File: src/hdl/stc_defines.vh
// Register map, field positions and reset values of the sample path test block.
// Assumes an 8-bit register port with a 12-bit byte address.
`ifndef STC_DEFINES_VH
`define STC_DEFINES_VH

// Register offsets
`define STC_ADDR_W 12
`define STC_OFF_SEQ_CTRL 12'h14b
`define STC_OFF_REAL_ERR 12'h14c
`define STC_OFF_IMAG_ERR 12'h14d
`define STC_OFF_CONST_HI 12'h14e
`define STC_OFF_CONST_LO 12'h14f
`define STC_OFF_DIGITAL_TEST_CONTROL 12'h150
`define STC_OFF_DECODE 12'h151

// Sequence checker control fields
`define STC_BIT_IMAG_PASS 7
`define STC_BIT_REAL_PASS 6
`define STC_BIT_IMAG_INV 4
`define STC_BIT_REAL_INV 3
`define STC_BIT_POLY_SEL 2
`define STC_BIT_CNT_CLEAR 1
`define STC_BIT_CHK_EN 0

// Digital test control fields
`define STC_BIT_CONST_EN 1
`define STC_BIT_DIG_RSVD 0

// Decoder shuffle control fields
`define STC_BIT_MSB_SHUF 2
`define STC_BIT_MID_SHUF 1
`define STC_BIT_LSB_SHUF 0

// Reset values
`define STC_RST_IMAG_INV 1'h1
`define STC_RST_REAL_INV 1'h0
`define STC_RST_BYTE 8'h00
`define STC_RST_COUNT 8'h00

// Polynomial taps counted back from the newest bit
`define STC_TAP7_A 6
`define STC_TAP7_B 7
`define STC_TAP15_A 14
`define STC_TAP15_B 15

`endif

File: src/hdl/stc_sequence_checker_control_lane.v
// One channel of the pseudo-random sequence checker: 16 sample bits per clock.
// Assumes samples come from logic on the same clock; bit 15 is the oldest bit.
`default_nettype none
`include "stc_defines.vh"

module stc_sequence_checker_control_lane (
	// Clock and control
	input wire clk,
	input wire nrst,
	input wire ce,
	// Settings
	input wire enable,
	input wire polySel,
	input wire expectInv,
	input wire clearCount,
	// Sample stream
	input wire sampleValid,
	input wire [15:0] sample,
	// Results
	output reg passFlag,
	output reg [7:0] mismatchCount
);

	// Any bit of the newest word that breaks the chosen recurrence
	function stc_word_bad;
		input [31:0] h;
		input poly;
		integer k;
		reg bad;
		begin
			bad = 1'b0;
			for (k = 0; k < 16; k = k + 1)
			begin
				if (poly)
					bad = bad | (h[k] ^ h[k + `STC_TAP15_A] ^ h[k + `STC_TAP15_B]);
				else
					bad = bad | (h[k] ^ h[k + `STC_TAP7_A] ^ h[k + `STC_TAP7_B]);
			end
			stc_word_bad = bad;
		end
	endfunction

	reg [15:0] prevWord;
	reg primed;
	reg errSeen;
	wire [15:0] normWord;
	wire compareNow;
	wire mismatch;

	// Undo the expected inversion before checking
	assign normWord = sample ^ {16{expectInv}};
	assign compareNow = enable & sampleValid & primed;
	assign mismatch = compareNow & stc_word_bad({prevWord, normWord}, polySel);

	// History word and priming; the first word after enable only seeds
	always @(posedge clk)
	begin
		if (!nrst)
		begin
			prevWord <= 16'h0000;
			primed <= 1'b0;
		end
		else if (ce)
		begin
			if (!enable)
				primed <= 1'b0;
			else if (sampleValid)
			begin
				prevWord <= normWord;
				primed <= 1'b1;
			end
		end
	end

	// Counter and pass flag; a mismatch wins over a clear in the same cycle
	always @(posedge clk)
	begin
		if (!nrst)
		begin
			mismatchCount <= `STC_RST_COUNT;
			errSeen <= 1'b0;
			passFlag <= 1'b0;
		end
		else if (ce)
		begin
			if (mismatch)
			begin
				errSeen <= 1'b1;
				passFlag <= 1'b0;
				if (clearCount)
					mismatchCount <= 8'h01;
				else if (mismatchCount != 8'hff)
					mismatchCount <= mismatchCount + 8'h01;
			end
			else if (clearCount)
			begin
				mismatchCount <= `STC_RST_COUNT;
				errSeen <= 1'b0;
				passFlag <= 1'b0;
			end
			else if (compareNow && !errSeen)
				passFlag <= 1'b1;
		end
	end

endmodule

`default_nettype wire

File: config.mk
export PLATFORM = sky130hd
export DESIGN_NAME = stc_sequence_checker_control_lane
export DESIGN_NICKNAME = d
export VERILOG_FILES = /design/src/hdl/stc_sequence_checker_control_lane.v
export VERILOG_INCLUDE_DIRS = /design/src /design/src/hdl
export SDC_FILE = /design/constraint.sdc
export NUM_CORES = 1
export LEC_CHECK = 0
export BUFFER_PORTS_ARGS = -buffer_cell sky130_fd_sc_hd__buf_2
export CORE_MARGIN = 4
export CORE_UTILIZATION = 35
export DETAILED_ROUTE_END_ITERATION = 7
export PLACE_DENSITY = 0.58
export REMOVE_ABC_BUFFERS = 1
export SKIP_LAST_GASP = 1
export SLEW_MARGIN = 10
export SYNTH_ARGS = -nofsm -noshare
export SYNTH_HDL_FRONTEND = slang
export SYNTH_SLANG_ARGS = --single-unit
File: constraint.sdc
create_clock -name clk -period 3.3 [get_ports clk]
set_input_delay 0.495 -clock clk [delete_from_list [all_inputs] [get_ports clk]]
set_output_delay 0.495 -clock clk [all_outputs]
set_load 0.005 [all_outputs]
After elaboration in Yosys (flattened, before gate mapping). Index checks and enable logic that the tools add are counted.

Bits in registers: 26. Bits of input ports: 24. Output and inout port bits: 9. Word-level logic and storage cells: 143.

$add $sub $neg: 1. Equal/unequal tests: 2. Mux-type cells: 27. Bitwise gates (word level): 98. Reduce and logical (&&, ||, !) cells: 10.

Operator list (count): $xor A1 B1 Y1 (64); $mux W8 (4); $or A1 B1 Y1 (30); $mux W1 (23); $xor A16 B16 Y16 (1); $add A8 B1 Y8 const B (1); $ne A8 B8 Y1 const B (1); $reduce_and A2 Y1 (3); $reduce_and A3 Y1 (2); $reduce_bool A2 Y1 (2); $and A1 B1 Y1 (3); $reduce_bool A3 Y1 (1); $ne A2 B1 Y1 const B (1); $logic_and A1 B1 Y1 (1); $logic_not A1 Y1 (1).

Longest topological paths before layout.
Depth in word-level cells: 37. Gate-level depth with buffers: 10. Mapped depth without buffers: 8.

Worst setup path before layout. OpenSTA, ideal clock, no wires.

Kind: input to register. Start point: input port sample[7]. End point: register mismatchCount[6]. Setup time: 122 ps. Arrival time: 2316 ps. Data required time: 3178 ps. Setup slack: 862 ps. Stages: 8. Buffers on the path: 1. Cell sequence: buf_2 xnor2_1 or3_1 a211o_1 nor4_4 o221a_4 nor3_1 a311o_1.

Cells in the longest elaborated chain, start to end: 36. Elaborated cells on any way between the ends: 58. Classes of those cells: mux: 17; bitwise: 39; reduce/logical: 2.

Ends and longest elaborated chain: start, declared (RTL line stc_sequence_checker_control_lane.v:18) `input wire [15:0] sample,`; $xor A16 B16 Y16 * (RTL line stc_sequence_checker_control_lane.v:51) `assign normWord = sample ^ {16{expectInv}};`; $xor A1 B1 Y1 (RTL line stc_sequence_checker_control_lane.v:37) `` bad = bad | (h[k] ^ h[k + `STC_TAP7_A] ^ h[k + `STC_TAP7_B]); ``; $mux W1 / $xor A1 B1 Y1 (equally long branches) (RTL line stc_sequence_checker_control_lane.v:34, stc_sequence_checker_control_lane.v:37); $or A1 B1 Y1 (on tied branches) (RTL line stc_sequence_checker_control_lane.v:37, stc_sequence_checker_control_lane.v:35); $mux W1 (RTL line stc_sequence_checker_control_lane.v:34) `if (poly)`; $or A1 B1 Y1 (on tied branches) (RTL line stc_sequence_checker_control_lane.v:37, stc_sequence_checker_control_lane.v:35); $mux W1 (RTL line stc_sequence_checker_control_lane.v:34); $or A1 B1 Y1 (on tied branches) (RTL line stc_sequence_checker_control_lane.v:37, stc_sequence_checker_control_lane.v:35); (+20 left out); $mux W1 * (RTL line stc_sequence_checker_control_lane.v:34); $or A1 B1 Y1 (on tied branches) (RTL line stc_sequence_checker_control_lane.v:37, stc_sequence_checker_control_lane.v:35); $mux W1 * (RTL line stc_sequence_checker_control_lane.v:34); $or A1 B1 Y1 (on tied branches) (RTL line stc_sequence_checker_control_lane.v:37, stc_sequence_checker_control_lane.v:35); $mux W1 * (RTL line stc_sequence_checker_control_lane.v:34); $and A1 B1 Y1 * (RTL line stc_sequence_checker_control_lane.v:53) `assign mismatch = compareNow & stc_word_bad({prevWord, normWord}, polySel);`; $reduce_bool A2 Y1 (no source line); $reduce_and A3 Y1 (no source line); end signal, assigned (RTL line stc_sequence_checker_control_lane.v:80) `` mismatchCount <= `STC_RST_COUNT; ``; end signal, assigned (RTL line stc_sequence_checker_control_lane.v:93) `mismatchCount <= mismatchCount + 8'h01;`; end signal, assigned (RTL line stc_sequence_checker_control_lane.v:97) `` mismatchCount <= `STC_RST_COUNT; ``; end, declared (RTL line stc_sequence_checker_control_lane.v:21) `output reg [7:0] mismatchCount`.

Every way passes the cells marked *; elsewhere a longest branch is shown, timed or not. A chain may end at the register's enable or synchronous reset.

Final worst setup path.
Start point: input port expectInv. End point: register mismatchCount[0].

Cells in the longest elaborated chain, start to end: 37. Elaborated cells on any way between the ends: 115. Classes of those cells: mux: 17; bitwise: 96; reduce/logical: 2.

Ends and longest elaborated chain: start, declared (RTL line stc_sequence_checker_control_lane.v:14) `input wire expectInv,`; $xor A16 B16 Y16 * (RTL line stc_sequence_checker_control_lane.v:51); $xor A1 B1 Y1 (on tied branches) (2 in a row) (RTL line stc_sequence_checker_control_lane.v:37, stc_sequence_checker_control_lane.v:35); $mux W1 (RTL line stc_sequence_checker_control_lane.v:34); $or A1 B1 Y1 (on tied branches) (RTL line stc_sequence_checker_control_lane.v:37, stc_sequence_checker_control_lane.v:35); $mux W1 (RTL line stc_sequence_checker_control_lane.v:34); $or A1 B1 Y1 (on tied branches) (RTL line stc_sequence_checker_control_lane.v:37, stc_sequence_checker_control_lane.v:35); $mux W1 (RTL line stc_sequence_checker_control_lane.v:34); $or A1 B1 Y1 (on tied branches) (RTL line stc_sequence_checker_control_lane.v:37, stc_sequence_checker_control_lane.v:35); (+20 left out); $mux W1 (RTL line stc_sequence_checker_control_lane.v:34); $or A1 B1 Y1 (on tied branches) (RTL line stc_sequence_checker_control_lane.v:37, stc_sequence_checker_control_lane.v:35); $mux W1 (RTL line stc_sequence_checker_control_lane.v:34); $or A1 B1 Y1 (on tied branches) (RTL line stc_sequence_checker_control_lane.v:37, stc_sequence_checker_control_lane.v:35); $mux W1 * (RTL line stc_sequence_checker_control_lane.v:34); $and A1 B1 Y1 * (RTL line stc_sequence_checker_control_lane.v:53); $reduce_bool A2 Y1 (no source line); $reduce_and A3 Y1 (no source line).

Marked as above.

==> load_flow_metrics.sql <==
INSERT INTO impl_metrics (metric_group, metric, value, unit) VALUES
('outcome', 'status', 'finished clean', ''),
('global_route', 'grt_max_degree', '32', ''),
('global_route', 'gr-total-overflow', '0', ''),
('finish', 'antenna_cells_inserted', '0', ''),
('pwr', 'power.density', '314', 'mW/mm2'),
('floorplanning', 'die-width', '88.1', 'um'),
('finish', 'area_growth', '9.54', '%'),
('place', 'port-buffer-count', '32', ''),
('pwr', 'switching_power', '0.239', 'mW'),
('clocking', 'clk_pin_slew', '0.10', 'ns'),
('drt', 'dr_total_vias', '1950', ''),
('drt', 'drt.antenna.violating_nets', '0', ''),
('floorplanning', 'floorplan.initialDensity', '37.0', '%'),
('drt', 'drt_first_iter_violations', '75', ''),
('pwr', 'pwr-share-comb', '28.3', '%'),
('logic_synthesis', 'synth_flop_cell', 'dfxtp_1', ''),
('worst_setup_path', 'worstPathArrival', '2.89', 'ns'),
('pwr', 'worst_ir_drop_vdd', '0.000193', 'V'),
('place', 'gp_routability_congestion', '0.838', ''),
('logic_synthesis', 'seq_area_frac_synth', '23.2', '%'),
('clocking', 'cts.hold.buffers_added', '0', ''),
('global_route', 'grt_antenna_before_repair', '0', ''),
('timing', 'fmaxAchievable', '372', 'MHz'),
('worst_setup_path', 'start_kind', 'input port', ''),
('logic_synthesis', 'synth_edf_count', '0', ''),
('clocking', 'clock_path_buffers', '2', ''),
('logic_synthesis', 'synth.avg_cell_area', '8.60', 'um2'),
('floorplanning', 'total_die_area', '0.00775', 'mm2'),
('worst_setup_path', 'setup.worst_path.class', 'input port to register', ''),
('timing', 'final.period_utilization', '81.5', '%'),
('clocking', 'post_cts.resized_instances', '0', ''),
('clocking', 'clk_root_buffer_cell', 'clkbuf_8', ''),
('timing', 'period_needed', '2.69', 'ns'),
('timing', 'finalClockSkew', '0.00212', 'ns'),
('pwr', 'cellLeakagePower', '0.969', 'nW'),
('timing', 'grt_setup_unrepaired', 'no', ''),
('worst_setup_path', 'worstReg2RegStart', 'prevWord[3]', ''),
('floorplanning', 'floorplan.die.height', '88.1', 'um'),
('finish', 'finalCoreUtilization', '40.5', '%'),
('logic_synthesis', 'yosys_warnings', '0', ''),
('global_route', 'tot_gr_track_use', '14.4', '%'),
('clocking', 'cts_tree', 'done', ''),
('min_path', 'worst_hold_path_type', 'register to register', ''),
('timing', 'timing_worst_slew_pin_value', '0.736', 'ns'),
('timing', 'setup_viol', '0', ''),
('drt', 'wl_per_cell', '15.1', 'um'),
('worst_setup_path', 'worst_setup_path_end_kind', 'register', ''),
('worst_setup_path', 'crit_start', 'expectInv', ''),
('floorplanning', 'fp.coreArea', '0.00606', 'mm2'),
('run', 'maxCapViolations', '0', ''),
('global_route', 'global_route_wire_length_before_repair', '8.96', 'mm'),
('clocking', 'htree_num_levels', '1', ''),
('place', 'hpwl', '4.05', 'mm'),
('finish', 'drive_gt1_share', '16.9', '%'),
('timing', 'timing.final.ws_setup', '0.609', 'ns'),
('drt', 'drt_first_pass_iters', '4', ''),
('clocking', 'clock_buffers_created_by_tritoncts', '3', ''),
('timing', 'finalHoldViolations', '0', ''),
('timing', 'timing.setup.tns', '0', 'ns'),
('clocking', 'clock-sinks', '26', ''),
('drt', 'route.detailed.vias_per_inst', '5.52', ''),
('timing', 'drv_slew', '0', ''),
('worst_setup_path', 'cp.required', '3.50', 'ns'),
('clocking', 'cts_setup_buffers', '0', ''),
('logic_synthesis', 'postSynthCellCount', '261', ''),
('timing', 'whs', '0.496', 'ns'),
('logic_synthesis', 'synth.cell_area', '0.00224', 'mm2'),
('place', 'pre_cts_slack', '0.324', 'ns'),
('pwr', 'switching_power_share_of_the_total', '30.9', '%'),
('logic_synthesis', 'synth-async-reset-ratio', '0', '%'),
('logic_synthesis', 'synth_cell_type_count', '47', ''),
('worst_setup_path', 'path_max_fanout', '19', ''),
('floorplanning', 'std_cell_rows', '28', ''),
('pwr', 'share_clk_of_total_power', '27.9', '%'),
('pwr', 'seq_power_share', '43.9', '%'),
('logic_synthesis', 'postSynthRegisterBits', '26', ''),
('clocking', 'clock_latency', '0.27', 'ns'),
('timing', 'max_slew_margin', '50.9', '%'),
('floorplanning', 'top_level_ports', '33', ''),
('global_route', 'vias_in_the_first_global_route', '1798', ''),
('drt', 'totalWireLength', '5.34', 'mm'),
('pwr', 'internal_power', '0.533', 'mW'),
('finish', 'num-nets-final', '304', ''),
('drt', 'drc', '0', ''),
('min_path', 'start_point_of_the_worst_min_delay_path', 'errSeen', '');
## metal layers
layer / share of wire [%] / global-route usage, %
met5: 0 / 0
met1: 48 / 21.2
met3: 4.3 / 2.16
met2: 47 / 22.6
met4: 0.66 / 2.75
## cell families (layout without fill, tap and decap cells)
family / Yosys count / after routing / share of synthesized area [%]
adder cells (fa/ha/maj): 1 / 1 / 0.558
multiplexers: 4 / 4 / 1.78
buffers and inverters: 26 / 43 / 6.08
AND/OR/NAND/NOR: 97 / 97 / 24.5
AO/OA/AOI/OAI: 50 / 50 / 17.6
XOR/XNOR: 57 / 57 / 26.3
flip-flops: 26 / 26 / 23.2
## power by group through the flow
stage,Clock (mW),Sequential [mW],Combinational (mW)
4_1_cts,0.222,0.339,0.219
5_1_grt,0.232,0.340,0.243
6_report,0.215,0.339,0.218
3_5_place_dp,0,0.346,0.218
2_1_floorplan,0,0.343,0.146
3_3_place_gp,0,0.346,0.217
## worst paths after layout
check	cells after the start	end	slack, ns
setup / recovery	8	mismatchCount[0]	0.61
hold / removal	2	errSeen	0.50
setup reg to reg	8	mismatchCount[0]	0.69
hold reg to reg	2	errSeen	0.50
## area by class of cell
class	instances	area (um2)
Clock buffer	4	55.1
Fill cell	630	3600
Inverter	3	11.3
Multi-Input combinational cell	209	1590
Sequential cell	26	520
Tap cell	75	93.8
Timing Repair Buffer	36	190
## worst max-delay path, cell delays in order
cell	delay, ns
buf_2	0.37
xor3_1	0.41
nor3_1	0.17
o22ai_1	0.10
nor4_1	0.57
o221ai_2	0.32
a211o_1	0.35
o211ai_1	0.08
## metrics by stage
step | instances | cell area, um2 | power [mW]
final | 353 | 2460 | 0.772
after global routing | 353 | 2460 | 0.815
after CTS | 353 | 2460 | 0.780
after detailed placement | 349 | 2400 | 0.564
after global placement | 349 | 2400 | 0.563
after floorplan | 238 | 2120 | 0.490
## layout by cell type (no fill, tap or decap), types with 3 or more instances in the layout
master,count
nor4b_1,3
nand4_1,11
inv_1,3
nor3_1,10
xnor2_1,38
a31oi_1,4
xor2_1,12
buf_2,32
o22ai_1,3
nand3_1,8
and3_1,15
buf_4,4
mux2i_1,4
nor2_1,23
o21ai_0,8
a211oi_1,15
a21oi_1,3
xor3_1,5
o211ai_1,4
nand2_1,11
a32oi_1,3
clkbuf_8,4
dfxtp_1,26
## Yosys cell counts, types with 4 or more instances
library cell	instances	share of area [%]
buf_2	7	1.6
nor2_1	23	3.8
xnor2_1	38	15
clkbuf_1	11	1.8
xor2_1	12	4.7
nand3_1	8	1.8
a211oi_1	15	5.0
nand2_1	11	1.8
and3_1	15	4.2
o211ai_1	4	1.3
nand4_1	11	3.1
nor3_1	10	2.2
o21ai_0	8	1.8
buf_6	4	2.0
mux2i_1	4	1.8
a31oi_1	4	1.1
dfxtp_1	26	23
xor3_1	5	5.3
## state kept, by name, summed over array words and instances (netlist names)
| register | count |
|---|---|
| mismatchCount | 8 |
| errSeen | 1 |
| primed | 1 |
| prevWord | 15 |
| passFlag | 1 |
Note: power is estimated with default switching activity, not from simulation.
